===== src/rtl/lcw_defs.vh =====
// constants for the write-only two-wire display front end
// assumes a single 100 MHz clock and synchronous pin inputs
`ifndef LCW_DEFS_VH
`define LCW_DEFS_VH
`define LCW_SLAVE_ADDR 7'h3e
`define LCW_CTL_CONT_BIT 7
`define LCW_CTL_RSEL_BIT 6
`define LCW_DISPLAY_DATA_RAM_DEPTH 80
`define LCW_DISPLAY_DATA_RAM_LAST 7'h4f
`define LCW_GLYPH_DEPTH 64
`define LCW_ICON_DEPTH 16
`define LCW_BUSY_NS 400
`define LCW_CLK_NS 10
`define LCW_BUSY_CYC ((`LCW_BUSY_NS + `LCW_CLK_NS - 1) / `LCW_CLK_NS)
`define LCW_SEL_DISPLAY_DATA_RAM 2'h0
`define LCW_SEL_GLYPH 2'h1
`define LCW_SEL_ICON 2'h2
`endif


===== src/rtl/lcw_bus_cond.v =====
// detects start and stop conditions and clock edges on the two-wire bus
// assumes pin levels are synchronous to clk_in
`timescale 1ns/1ps
module lcw_bus_cond
(
	input wire clk_in,
	input wire rst_in,
	input wire scl_in,
	input wire sda_in,
	output reg start_out,
	output reg stop_out,
	output reg scl_rise_out,
	output reg scl_fall_out
);
reg scl_d_ff;
reg sda_d_ff;
// previous levels, idle high
always @(posedge clk_in or posedge rst_in)
begin
	if (rst_in)
	begin
		scl_d_ff <= 1'b1;
		sda_d_ff <= 1'b1;
		start_out <= 1'b0;
		stop_out <= 1'b0;
		scl_rise_out <= 1'b0;
		scl_fall_out <= 1'b0;
	end
	else
	begin
		scl_d_ff <= scl_in;
		sda_d_ff <= sda_in;
		start_out <= scl_d_ff & scl_in & sda_d_ff & ~sda_in;
		stop_out <= scl_d_ff & scl_in & ~sda_d_ff & sda_in;
		scl_rise_out <= ~scl_d_ff & scl_in;
		scl_fall_out <= scl_d_ff & ~scl_in;
	end
end
endmodule // lcw_bus_cond


===== src/rtl/lcw_display_data_ram_view.v =====
// one-line window start tracking for display data ram shifting
// assumes shift pulses come from decoded instructions or from ram writes with entry shift set
`timescale 1ns/1ps
`include "lcw_defs.vh"
module lcw_display_data_ram_view
(
	input wire clk_in,
	input wire rst_in,
	input wire home_in,
	input wire shift_in,
	input wire right_in,
	output reg [6:0] first_addr_out
);
// first shown address wraps within 00..4f
always @(posedge clk_in or posedge rst_in)
begin
	if (rst_in)
		first_addr_out <= 7'h00;
	else if (home_in)
		first_addr_out <= 7'h00;
	else if (shift_in)
	begin
		if (right_in)
			first_addr_out <= (first_addr_out == 7'h00) ? `LCW_DISPLAY_DATA_RAM_LAST : first_addr_out - 7'h01;
		else
			first_addr_out <= (first_addr_out == `LCW_DISPLAY_DATA_RAM_LAST) ? 7'h00 : first_addr_out + 7'h01;
	end
end
endmodule // lcw_display_data_ram_view


===== src/rtl/lcw_slave.v =====
// write-only two-wire slave front end of a character display controller
// assumes scl and sda levels synchronous to clk_in; bus master drives the clock
// Summary of operation
// - data only changes while clock low; change during clock high is a condition
// - data rising while clock high is a stop, returns to idle
// - each byte is eight bits msb first then one acknowledge slot
// - addressed device pulls data low through the acknowledge clock high
// - only slave address 0111110 answers, not configurable
// - unmatched address ignores the rest of the transfer, no acknowledge
// - command words are a control byte then one payload byte
// - after continuation flag zero, every byte until stop is payload
// - select one stores payload in the selected ram (display or glyph; no instruction selects icon) and advances pointer
// - select zero decodes payload as instruction and updates settings
// - control and payload bytes are acknowledged too while addressed
// - payload held in data holding register then moved to selected ram
// - instruction holding register is write only, never read back
// - busy indicator high during internal operation, instructions then refused
// - address pointer loaded by instruction, steps by one after each write
// - display ram holds 80 eight-bit codes with 7-bit pointer
// - one-line mode maps positions 1..80 to addresses 00..4f
// - left shift moves first address up, right wraps to 4f
// - device only ever drives the acknowledge bit back
`timescale 1ns/1ps
`include "lcw_defs.vh"
module lcw_slave
#(
	parameter BUSY_CYCLES = `LCW_BUSY_CYC
)
(
	input wire clk_in,
	input wire rst_in,
	input wire scl_in,
	input wire sda_in,
	output reg sda_out,
	output reg sda_oe_out,
	output reg busy_out,
	output reg [6:0] addr_ptr_out,
	output reg entry_inc_out,
	output reg [1:0] ram_sel_out,
	output reg [6:0] first_addr_out,
	output reg display_on_out,
	output reg addressed_out
);
// ************************************************
// bus conditions
// ************************************************
// one-cycle condition and clock edge strobes from the pin watcher
wire start_w;
wire stop_w;
wire rise_w;
wire fall_w;
lcw_bus_cond u_cond
(
	.clk_in(clk_in),
	.rst_in(rst_in),
	.scl_in(scl_in),
	.sda_in(sda_in),
	.start_out(start_w),
	.stop_out(stop_w),
	.scl_rise_out(rise_w),
	.scl_fall_out(fall_w)
);
// ************************************************
// receive state machine
// ************************************************
localparam ST_IDLE = 4'b0001;
localparam ST_BITS = 4'b0010;
localparam ST_ACK = 4'b0100;
localparam ST_IGN = 4'b1000;
localparam PH_ADDR = 2'h0;
localparam PH_CTRL = 2'h1;
localparam PH_DATA = 2'h2;
// receiver state, byte assembly and command word tracking
reg [3:0] state_ff;
reg [3:0] nxt_state;
reg [1:0] phase_ff;
reg [2:0] bit_cnt_ff;
reg [7:0] shift_ff;
reg [7:0] nxt_shift;
reg last_ctrl_ff;
reg rsel_ff;
reg byte_done;
reg ack_drive_ff;
// byte completes on the eighth rising clock edge
always @*
begin
	nxt_state = state_ff;
	nxt_shift = shift_ff;
	byte_done = 1'b0;
	case (state_ff)
		ST_IDLE:
			nxt_state = ST_IDLE;
		ST_BITS:
			if (rise_w)
			begin
				nxt_shift = {shift_ff[6:0], sda_in};
				if (bit_cnt_ff == 3'h7)
					byte_done = 1'b1;
			end
		ST_ACK:
			if (fall_w && ack_drive_ff)
				nxt_state = ST_BITS;
		ST_IGN:
			nxt_state = ST_IGN;
		default:
			nxt_state = ST_IDLE;
	endcase
end
// holding registers and their one-cycle hand-over strobes
reg instr_stb_ff;
reg data_stb_ff;
reg [7:0] instr_hold_ff;
reg [7:0] data_hold_ff;
// framing, phase tracking and acknowledge drive
always @(posedge clk_in or posedge rst_in)
begin
	if (rst_in)
	begin
		state_ff <= ST_IDLE;
		phase_ff <= PH_ADDR;
		bit_cnt_ff <= 3'h0;
		shift_ff <= 8'h00;
		last_ctrl_ff <= 1'b0;
		rsel_ff <= 1'b0;
		ack_drive_ff <= 1'b0;
		sda_out <= 1'b0;
		sda_oe_out <= 1'b0;
		addressed_out <= 1'b0;
		instr_stb_ff <= 1'b0;
		data_stb_ff <= 1'b0;
		instr_hold_ff <= 8'h00;
		data_hold_ff <= 8'h00;
	end
	else
	begin
		instr_stb_ff <= 1'b0;
		data_stb_ff <= 1'b0;
		sda_out <= 1'b0; // only ever pulls low
		shift_ff <= nxt_shift;
		if (stop_w)
		begin
			state_ff <= ST_IDLE;
			sda_oe_out <= 1'b0;
			ack_drive_ff <= 1'b0;
			addressed_out <= 1'b0;
		end
		else if (start_w)
		begin
			state_ff <= ST_BITS;
			phase_ff <= PH_ADDR;
			bit_cnt_ff <= 3'h0;
			last_ctrl_ff <= 1'b0;
			sda_oe_out <= 1'b0;
			ack_drive_ff <= 1'b0;
			addressed_out <= 1'b0;
		end
		else if (state_ff == ST_BITS && rise_w)
		begin
			bit_cnt_ff <= bit_cnt_ff + 3'h1;
			if (byte_done)
			begin
				state_ff <= ST_ACK;
				case (phase_ff)
					PH_ADDR:
						if (nxt_shift[7:1] == `LCW_SLAVE_ADDR && !nxt_shift[0])
						begin
							addressed_out <= 1'b1;
							phase_ff <= PH_CTRL;
						end
						else
							state_ff <= ST_IGN;
					PH_CTRL:
					begin
						rsel_ff <= nxt_shift[`LCW_CTL_RSEL_BIT];
						last_ctrl_ff <= ~nxt_shift[`LCW_CTL_CONT_BIT];
						phase_ff <= PH_DATA;
					end
					PH_DATA:
					begin
						phase_ff <= last_ctrl_ff ? PH_DATA : PH_CTRL;
						if (rsel_ff)
						begin
							data_hold_ff <= nxt_shift;
							data_stb_ff <= 1'b1;
						end
						else if (!busy_out)
						begin
							instr_hold_ff <= nxt_shift;
							instr_stb_ff <= 1'b1;
						end
					end
					default:
						phase_ff <= PH_ADDR;
				endcase
			end
		end
		else if (state_ff == ST_ACK && fall_w)
		begin
			// drive low from the clock fall after bit 8 until the fall after the ack pulse
			if (!ack_drive_ff)
			begin
				ack_drive_ff <= 1'b1;
				sda_oe_out <= 1'b1;
			end
			else
			begin
				ack_drive_ff <= 1'b0;
				sda_oe_out <= 1'b0;
				state_ff <= nxt_state;
			end
		end
	end
end
// ************************************************
// instruction decode, pointer and ram
// ************************************************
// target rams: display codes, user glyph rows and icon bits
reg [7:0] display_data_ram_mem [0:`LCW_DISPLAY_DATA_RAM_DEPTH-1];
reg [7:0] glyph_mem [0:`LCW_GLYPH_DEPTH-1];
reg [7:0] icon_mem [0:`LCW_ICON_DEPTH-1];
reg [15:0] busy_cnt_ff;
reg home_stb_ff;
reg shift_stb_ff;
reg shift_right_ff;
reg shift_disp_ff;
wire [6:0] first_w;
// step the pointer by one in the entry direction, wrapping display ram
function [6:0] step_ptr;
	input [6:0] ptr;
	input inc;
	input [1:0] sel;
	begin
		if (sel == `LCW_SEL_DISPLAY_DATA_RAM && inc)
			step_ptr = (ptr == `LCW_DISPLAY_DATA_RAM_LAST) ? 7'h00 : ptr + 7'h01;
		else if (sel == `LCW_SEL_DISPLAY_DATA_RAM)
			step_ptr = (ptr == 7'h00) ? `LCW_DISPLAY_DATA_RAM_LAST : ptr - 7'h01;
		else if (inc)
			step_ptr = ptr + 7'h01;
		else
			step_ptr = ptr - 7'h01;
	end
endfunction
// settings update and ram writes
always @(posedge clk_in or posedge rst_in)
begin
	if (rst_in)
	begin
		addr_ptr_out <= 7'h00;
		entry_inc_out <= 1'b1;
		ram_sel_out <= `LCW_SEL_DISPLAY_DATA_RAM;
		display_on_out <= 1'b0;
		busy_out <= 1'b0;
		busy_cnt_ff <= 16'h0000;
		home_stb_ff <= 1'b0;
		shift_stb_ff <= 1'b0;
		shift_right_ff <= 1'b0;
		shift_disp_ff <= 1'b0;
		first_addr_out <= 7'h00;
	end
	else
	begin
		home_stb_ff <= 1'b0;
		shift_stb_ff <= 1'b0;
		first_addr_out <= first_w;
		if (busy_cnt_ff != 16'h0000)
			busy_cnt_ff <= busy_cnt_ff - 16'h0001;
		else
			busy_out <= 1'b0;
		if (data_stb_ff)
		begin
			case (ram_sel_out)
				`LCW_SEL_DISPLAY_DATA_RAM:
					if (addr_ptr_out <= `LCW_DISPLAY_DATA_RAM_LAST)
						display_data_ram_mem[addr_ptr_out] <= data_hold_ff;
				`LCW_SEL_GLYPH:
					glyph_mem[addr_ptr_out[5:0]] <= data_hold_ff;
				default:
					icon_mem[addr_ptr_out[3:0]] <= data_hold_ff;
			endcase
			addr_ptr_out <= step_ptr(addr_ptr_out, entry_inc_out, ram_sel_out);
			if (shift_disp_ff)
			begin
				shift_stb_ff <= 1'b1;
				shift_right_ff <= ~entry_inc_out;
			end
		end
		else if (instr_stb_ff)
		begin
			// a new instruction restarts the count, so the set wins over expiry
			busy_out <= 1'b1;
			busy_cnt_ff <= BUSY_CYCLES[15:0];
			if (instr_hold_ff[7])
			begin
				addr_ptr_out <= instr_hold_ff[6:0];
				ram_sel_out <= `LCW_SEL_DISPLAY_DATA_RAM;
			end
			else if (instr_hold_ff[6])
			begin
				addr_ptr_out <= {1'b0, instr_hold_ff[5:0]};
				ram_sel_out <= `LCW_SEL_GLYPH;
			end
			else if (instr_hold_ff[4])
			begin
				shift_stb_ff <= instr_hold_ff[3];
				shift_right_ff <= instr_hold_ff[2];
			end
			else if (instr_hold_ff[3])
				display_on_out <= instr_hold_ff[2];
			else if (instr_hold_ff[2])
			begin
				entry_inc_out <= instr_hold_ff[1];
				shift_disp_ff <= instr_hold_ff[0];
			end
			else if (instr_hold_ff[1])
			begin
				addr_ptr_out <= 7'h00;
				home_stb_ff <= 1'b1;
			end
			else if (instr_hold_ff[0])
			begin
				addr_ptr_out <= 7'h00;
				entry_inc_out <= 1'b1;
				home_stb_ff <= 1'b1;
			end
		end
	end
end
// window start tracking for one-line display shifts
lcw_display_data_ram_view u_view
(
	.clk_in(clk_in),
	.rst_in(rst_in),
	.home_in(home_stb_ff),
	.shift_in(shift_stb_ff),
	.right_in(shift_right_ff),
	.first_addr_out(first_w)
);
endmodule // lcw_slave


===== config.mk =====
export PLATFORM = sky130hd
export DESIGN_NAME = lcw_slave
export DESIGN_NICKNAME = d
export VERILOG_FILES = /design/src/rtl/lcw_bus_cond.v /design/src/rtl/lcw_display_data_ram_view.v /design/src/rtl/lcw_slave.v
export VERILOG_INCLUDE_DIRS = /design/src /design/src/rtl
export SDC_FILE = /design/constraint.sdc
export NUM_CORES = 1
export LEC_CHECK = 0
export BUFFER_PORTS_ARGS = -buffer_cell sky130_fd_sc_hd__buf_4
export CORE_ASPECT_RATIO = 1.75
export CORE_MARGIN = 3
export CORE_UTILIZATION = 55
export CTS_CLUSTER_SIZE = 16
export DETAILED_ROUTE_END_ITERATION = 10
export PLACE_DENSITY = 0.73
export RECOVER_POWER = 50
export SYNTH_ARGS = -nofsm -noshare
export SYNTH_HDL_FRONTEND = slang
export SYNTH_SLANG_ARGS = --single-unit

===== constraint.sdc =====
create_clock -name clk_in -period 3.6 [get_ports clk_in]
set_input_delay 0.72 -clock clk_in [delete_from_list [all_inputs] [get_ports clk_in]]
set_output_delay 0.72 -clock clk_in [all_outputs]
set_load 0.005 [all_outputs]

Yosys cells after proc, flatten, opt, wreduce, memory -nomap -nowiden
Index checks and enable logic that the tools add are counted.
{ "word_totals": {"ff_bits": 83, "input_bits": 4, "out_inout_bits": 22} }
{ "op_classes": {"n_addsub": 6, "eq_ne": 21, "muxes": 102, "bitwise": 22, "n_reduce_logical": 41} }
{ "op_table": {"columns": ["cell", "count"], "rows": [
  ["$mux 7", 19],
  ["$mux 1", 58],
  ["$mux 16", 3],
  ["$mux 4", 9],
  ["$reduce_and 5->1", 4],
  ["$mux 8", 2],
  ["$ne 4x2->1 const B", 4],
  ["$reduce_bool 16->1", 1],
  ["$reduce_bool 2->1", 8],
  ["$sub 16x1->16 const B", 1],
  ["$not 1->1", 15],
  ["$reduce_bool 3->1", 5],
  ["$add 7x1->7 const B", 2],
  ["$eq 7x7->1 const B", 2],
  ["$logic_not 7->1", 2],
  ["$mux 2", 7],
  ["$reduce_and 7->1", 2],
  ["$sub 7x1->7 const B", 2],
  ["$pmux 4 s3", 1],
  ["$reduce_and 4->1", 3],
  ["$reduce_and 8->1", 1],
  ["$reduce_bool 4->1", 2],
  ["$and 1x1->1", 7],
  ["$eq 7x6->1 const B", 1],
  ["22 further kinds", 31]
]} }

Longest topological paths before layout
{ "depth": {"depth_word": 10, "ltp_mapped": 8, "mapped_depth_nobuf": 7} }

Modules after synthesis
A second synthesis with hierarchy kept.
{ "hier_totals": {"cells_unflattened": 420, "hier_area_um2": 4272.8} }
{ "by_module_without_submodules": {"columns": ["mod", "instances", "cells_each", "area_each_um2", "seq_area_each_um2"], "rows": [
  ["lcw_slave", 1, 343, 3522.1, 1729.2],
  ["lcw_display_data_ram_view", 1, 66, 561.8, 175.2],
  ["lcw_bus_cond", 1, 11, 188.9, 152.6]
]} }

Least setup slack after synthesis
No wires, ideal clock.
{ "synth_path": {"kind": "register to register", "startpoint": "register state_ff[3]", "endpoint": "register instr_hold_ff[0]", "setup_time_ns": 0.125, "t_arrival_ns": 1.920, "path_slack_ns": 1.555, "stages_incl_launch_ff": 8, "path_buffers": 2, "synth_period_minus_slack_ns": 2.045, "path_cell_list": "dfrtp_1 -> and4bb_1 -> and2_1 -> buf_6 -> nand3_4 -> or4_4 -> buf_6 -> mux2_4"} }
{ "synth_between": {"elab_chain_cells": 3} }
{ "synth_lines": {"columns": ["element", "line", "text"], "rows": [
  ["from (decl)", "lcw_slave.v:74", "reg [3:0] state_ff;"],
  ["from (signal assigned)", "lcw_slave.v:209", "state_ff <= nxt_state;"],
  ["$eq 4x2->1 *", "lcw_slave.v:90, lcw_slave.v:157", null],
  ["$mux 1 or $logic_and 1x1->1 (tied branches)", "lcw_slave.v:90, lcw_slave.v:157", null],
  ["$reduce_and 7->1 (no source line)", null, null],
  ["to (signal assigned)", "lcw_slave.v:188", "instr_hold_ff <= nxt_shift;"],
  ["to (decl)", "lcw_slave.v:112", "reg [7:0] instr_hold_ff;"]
]} }
Mark *: on every way between the ends. The rest lies on a longest branch, timed or not.
A chain may end at the register's enable or synchronous reset.

Worst setup path after layout
Ends and elaborated chain as after synthesis.

==> results.py <==
metrics = {
    "critical_path": {
        "reg2reg_depth": 5,
        "cp_data_arrival_time_ns": 2.69,
        "r2r-start": "state_ff[3]",
        "crit_type": "reg2reg",
        "crit_start": "state_ff[3]",
        "worstReg2RegEnd": "instr_hold_ff[0]",
        "cp-start-kind": "flop",
        "path_max_fanout": 15,
        "rrSetupSlack_ns": 1.14,
        "end_kind": "flop",
        "cp.required_ns": 3.82,
    },
    "timing": {
        "slew_headroom_pct": -26.0,
        "post-route-min-period_ns": 2.46,
        "worst_pin_slew_ns": 1.88,
        "setup_ws_ns": 1.14,
        "clock.fmax_mhz": 406,
        "setup_violations": 0,
        "hold_viol_final": 0,
        "slew_violations": 46,
        "final.period_utilization_pct": 68.5,
        "rsz0062_at_grt": "false",
        "clock_skew_ns": 0.00809,
        "tns_ns": 0,
    },
    "placed_design": {
        "place_hpwl_mm": 5.84,
        "post-place-ws_ns": 1.14,
        "port_buffers": 23,
        "gp_congestion": 0.883,
    },
    "route": {
        "detail-route-antenna-nets": 0,
        "drcViolationCount": 0,
        "dr.first_iter.drc_count": 149,
        "avgRoutedWirePerCell_um": 15.9,
        "vias_per_cell": 6.01,
        "drt-total-wl_mm": 8.22,
        "vias": 3099,
        "firstDrtPassIters": 4,
    },
    "clock_network": {
        "clkTransAtPathRegs_ns": 0.06,
        "cts_tree": "built",
        "cts_num_sinks": 82,
        "clk_latency_ns": 0.34,
        "cts_hold_buf": 0,
        "clk_path_buf_depth": 2,
        "numCtsBuffers": 9,
        "ctsResizeCount": 0,
        "h-tree-depth": 3,
        "cts_root_buf": "clkbuf_16",
        "cts_setup_buffers": 0,
    },
    "floorplanning": {
        "die_area_sq_mm": 0.00864,
        "rows": 41,
        "initial_core_util_pct": 56.8,
        "design.core.area_sq_mm": 0.00728,
        "io_pins": 26,
        "dieWidth_um": 71.6,
        "die_height_um": 121,
    },
    "min_path": {
        "min_path_cells": 0,
        "hold_class": "reg2reg",
        "hp-start": "u_view.first_addr_out[1]",
        "hold_end": "first_addr_out[1]",
    },
    "logic_synthesis": {
        "synth-edff-count": 0,
        "ys.warnings.count": 0,
        "synth_ff_type": "dfrtp_1",
        "yosysTopAreaCell": "dfrtp_1",
        "syn-cell-area_sq_mm": 0.00414,
        "yosys.cell_types.count": 60,
        "ys_ff_latch": 82,
        "synth_area_leaders": "dfrtp_1 47%, nor2_1 3.2%, nand2_1 3.1%, mux2_4 2.9%, mux2_2 2.7%",
        "ys_async_sr_fraction_pct": 100,
        "syn_inst": 406,
        "seq_area_frac_synth_pct": 49.7,
        "yosys.area.top_type_share_pct": 47.2,
        "avgSynthCellArea_sq_um": 10.2,
    },
    "power_and_ir_drop": {
        "total_leakage_power_nw": 2.04,
        "power.internal_w": 0.00176,
        "clkPwrFrac_pct": 37.6,
        "p_sw_share_pct": 28.2,
        "vdd_drop_max_uv": 395,
        "p_seq_share_pct": 48.9,
        "powerDensity_mw_per_mm2": 529,
        "power_frac_comb_pct": 13.5,
        "power.total_w": 0.00245,
        "power.switching_w": 0.000692,
    },
    "global_routing": {
        "grt-ovfl-total": 0,
        "grt_pass1_vias": 3172,
        "grt_antenna_before_repair": 0,
        "grt_pass1_wl_mm": 14.5,
        "grt_usage_pct": 21.2,
        "grt_max_degree": 46,
    },
    "layout": {
        "diodes": 0,
        "syn_to_final_growth_pct": 12.1,
        "fin_nets": 437,
        "final_cell_mix": "78 x dfrtp_1, 35 x nor2_1, 34 x nand2_1",
        "final_core_utilization_pct": 63.7,
        "final_common_cell": "dfrtp_1",
        "drive_gt1_share_pct": 15.1,
    },
    "outcome": {
        "status": "complete, but fails checks",
        "violations": "max-capacitance violations, max-slew violations",
    },
    "run": {
        "max_cap_violations": 1,
    },
}
==> logic make-up (layout without fill, tap and decap cells) <==
group           count (synthesis)  count (layout)  share of synthesized area (%)
fa+ha+maj                       8               8                           2.42
simple gates                  156             156                           19.8
compound gates                 84              84                           14.0
mux                            21              21                           6.35
other cells                     1               2                         0.0906
flops                          82              82                           49.7
buf+inv                        36              59                           3.81
xor+xnor                       18              18                           3.81
==> power groups by stage <==
stage,clock [W],combinational (W),sequential (W)
5_1_grt,0.000988,0.000382,0.00122
3_3_place_gp,0,0.000309,0.00120
3_5_place_dp,0,0.000334,0.00121
2_1_floorplan,0,0.000271,0.00118
6_report,0.000923,0.000330,0.00120
4_1_cts,0.000949,0.000335,0.00120
==> synthesized netlist by cell type, types with 4 or more instances <==
library cell  instances
nor3b_1               5
nor3_1               18
dfrtp_1              78
nor4_1                5
nand3_1              16
nor2_1               35
o21a_1                4
a31oi_1               5
nor2b_1               9
mux2_2               10
a21oi_1              16
ha_1                  8
inv_1                16
a211oi_1              5
xor2_1                9
o21ai_0              12
nand2_1              34
a2bb2oi_1             4
mux2_4                8
and3_1                4
dfstp_2               4
nand2b_1              6
clkbuf_1             15
xnor2_1               9
o31ai_1               5
==> critical path: stages, from the launching register on <==
cell and delay, ns:
dfrtp_1 0.39, and4bb_1 0.31, and2_1 0.56, nand3_4 0.14, or4_4 0.62, mux2_4 0.33
==> metal layers <==
| layer | share of wire, % | vias to the layer above | wire [um] | GRT usage (%) |
|---|---|---|---|---|
| li1 | - | 1500 | - | - |
| met1 | 41 | 1533 | 3350 | 24.4 |
| met2 | 54 | 54 | 4470 | 36.6 |
| met3 | 3.1 | 12 | 253 | 5.16 |
| met4 | 1.7 | 0 | 140 | 9.76 |
| met5 | 0 | - | 0 | 0 |
==> state kept, by name, indices dropped and copies added (netlist names), 2 cells and up <==
signal	cells
shift_ff	8
u_view.first_addr_out	7
first_addr_out	7
bit_cnt_ff	3
state_ff	4
phase_ff	2
busy_cnt_ff	16
addr_ptr_out	7
instr_hold_ff	8
==> how the worst max path moves through the flow <==
stage                               endpoint  cells past startpoint  slack (ns)
CTS                         instr_hold_ff[0]                      5        1.13
floorplan                       ack_drive_ff                      1        0.78
global route        u_view.first_addr_out[0]                      3        0.68
finish                      instr_hold_ff[0]                      5        1.14
detailed placement          instr_hold_ff[0]                      5        1.14
global placement            instr_hold_ff[2]                      5        1.20
==> layout make-up <==
| cell class | instances | area, sq um |
|---|---|---|
| Fill cell | 613 | 2650 |
| Sequential cell | 82 | 2060 |
| Multi-Input combinational cell | 289 | 1930 |
| Clock buffer | 9 | 225 |
| Timing Repair Buffer | 26 | 180 |
| Tap cell | 86 | 108 |
| Clock inverter | 7 | 77.6 |
| Inverter | 17 | 65.1 |
==> per-stage QoR <==
| stage | hold slack [ns] | cell area (sq um) | std cells |
|---|---|---|---|
| floorplan | 0.352 | 4140 | 407 |
| global route | 0.505 | 4640 | 516 |
| detailed placement | 0.475 | 4350 | 500 |
| finish | 0.491 | 4640 | 516 |
| CTS | 0.491 | 4650 | 516 |
| global placement | 0.467 | 4350 | 500 |
Note: power is estimated with default switching activity, not from simulation.
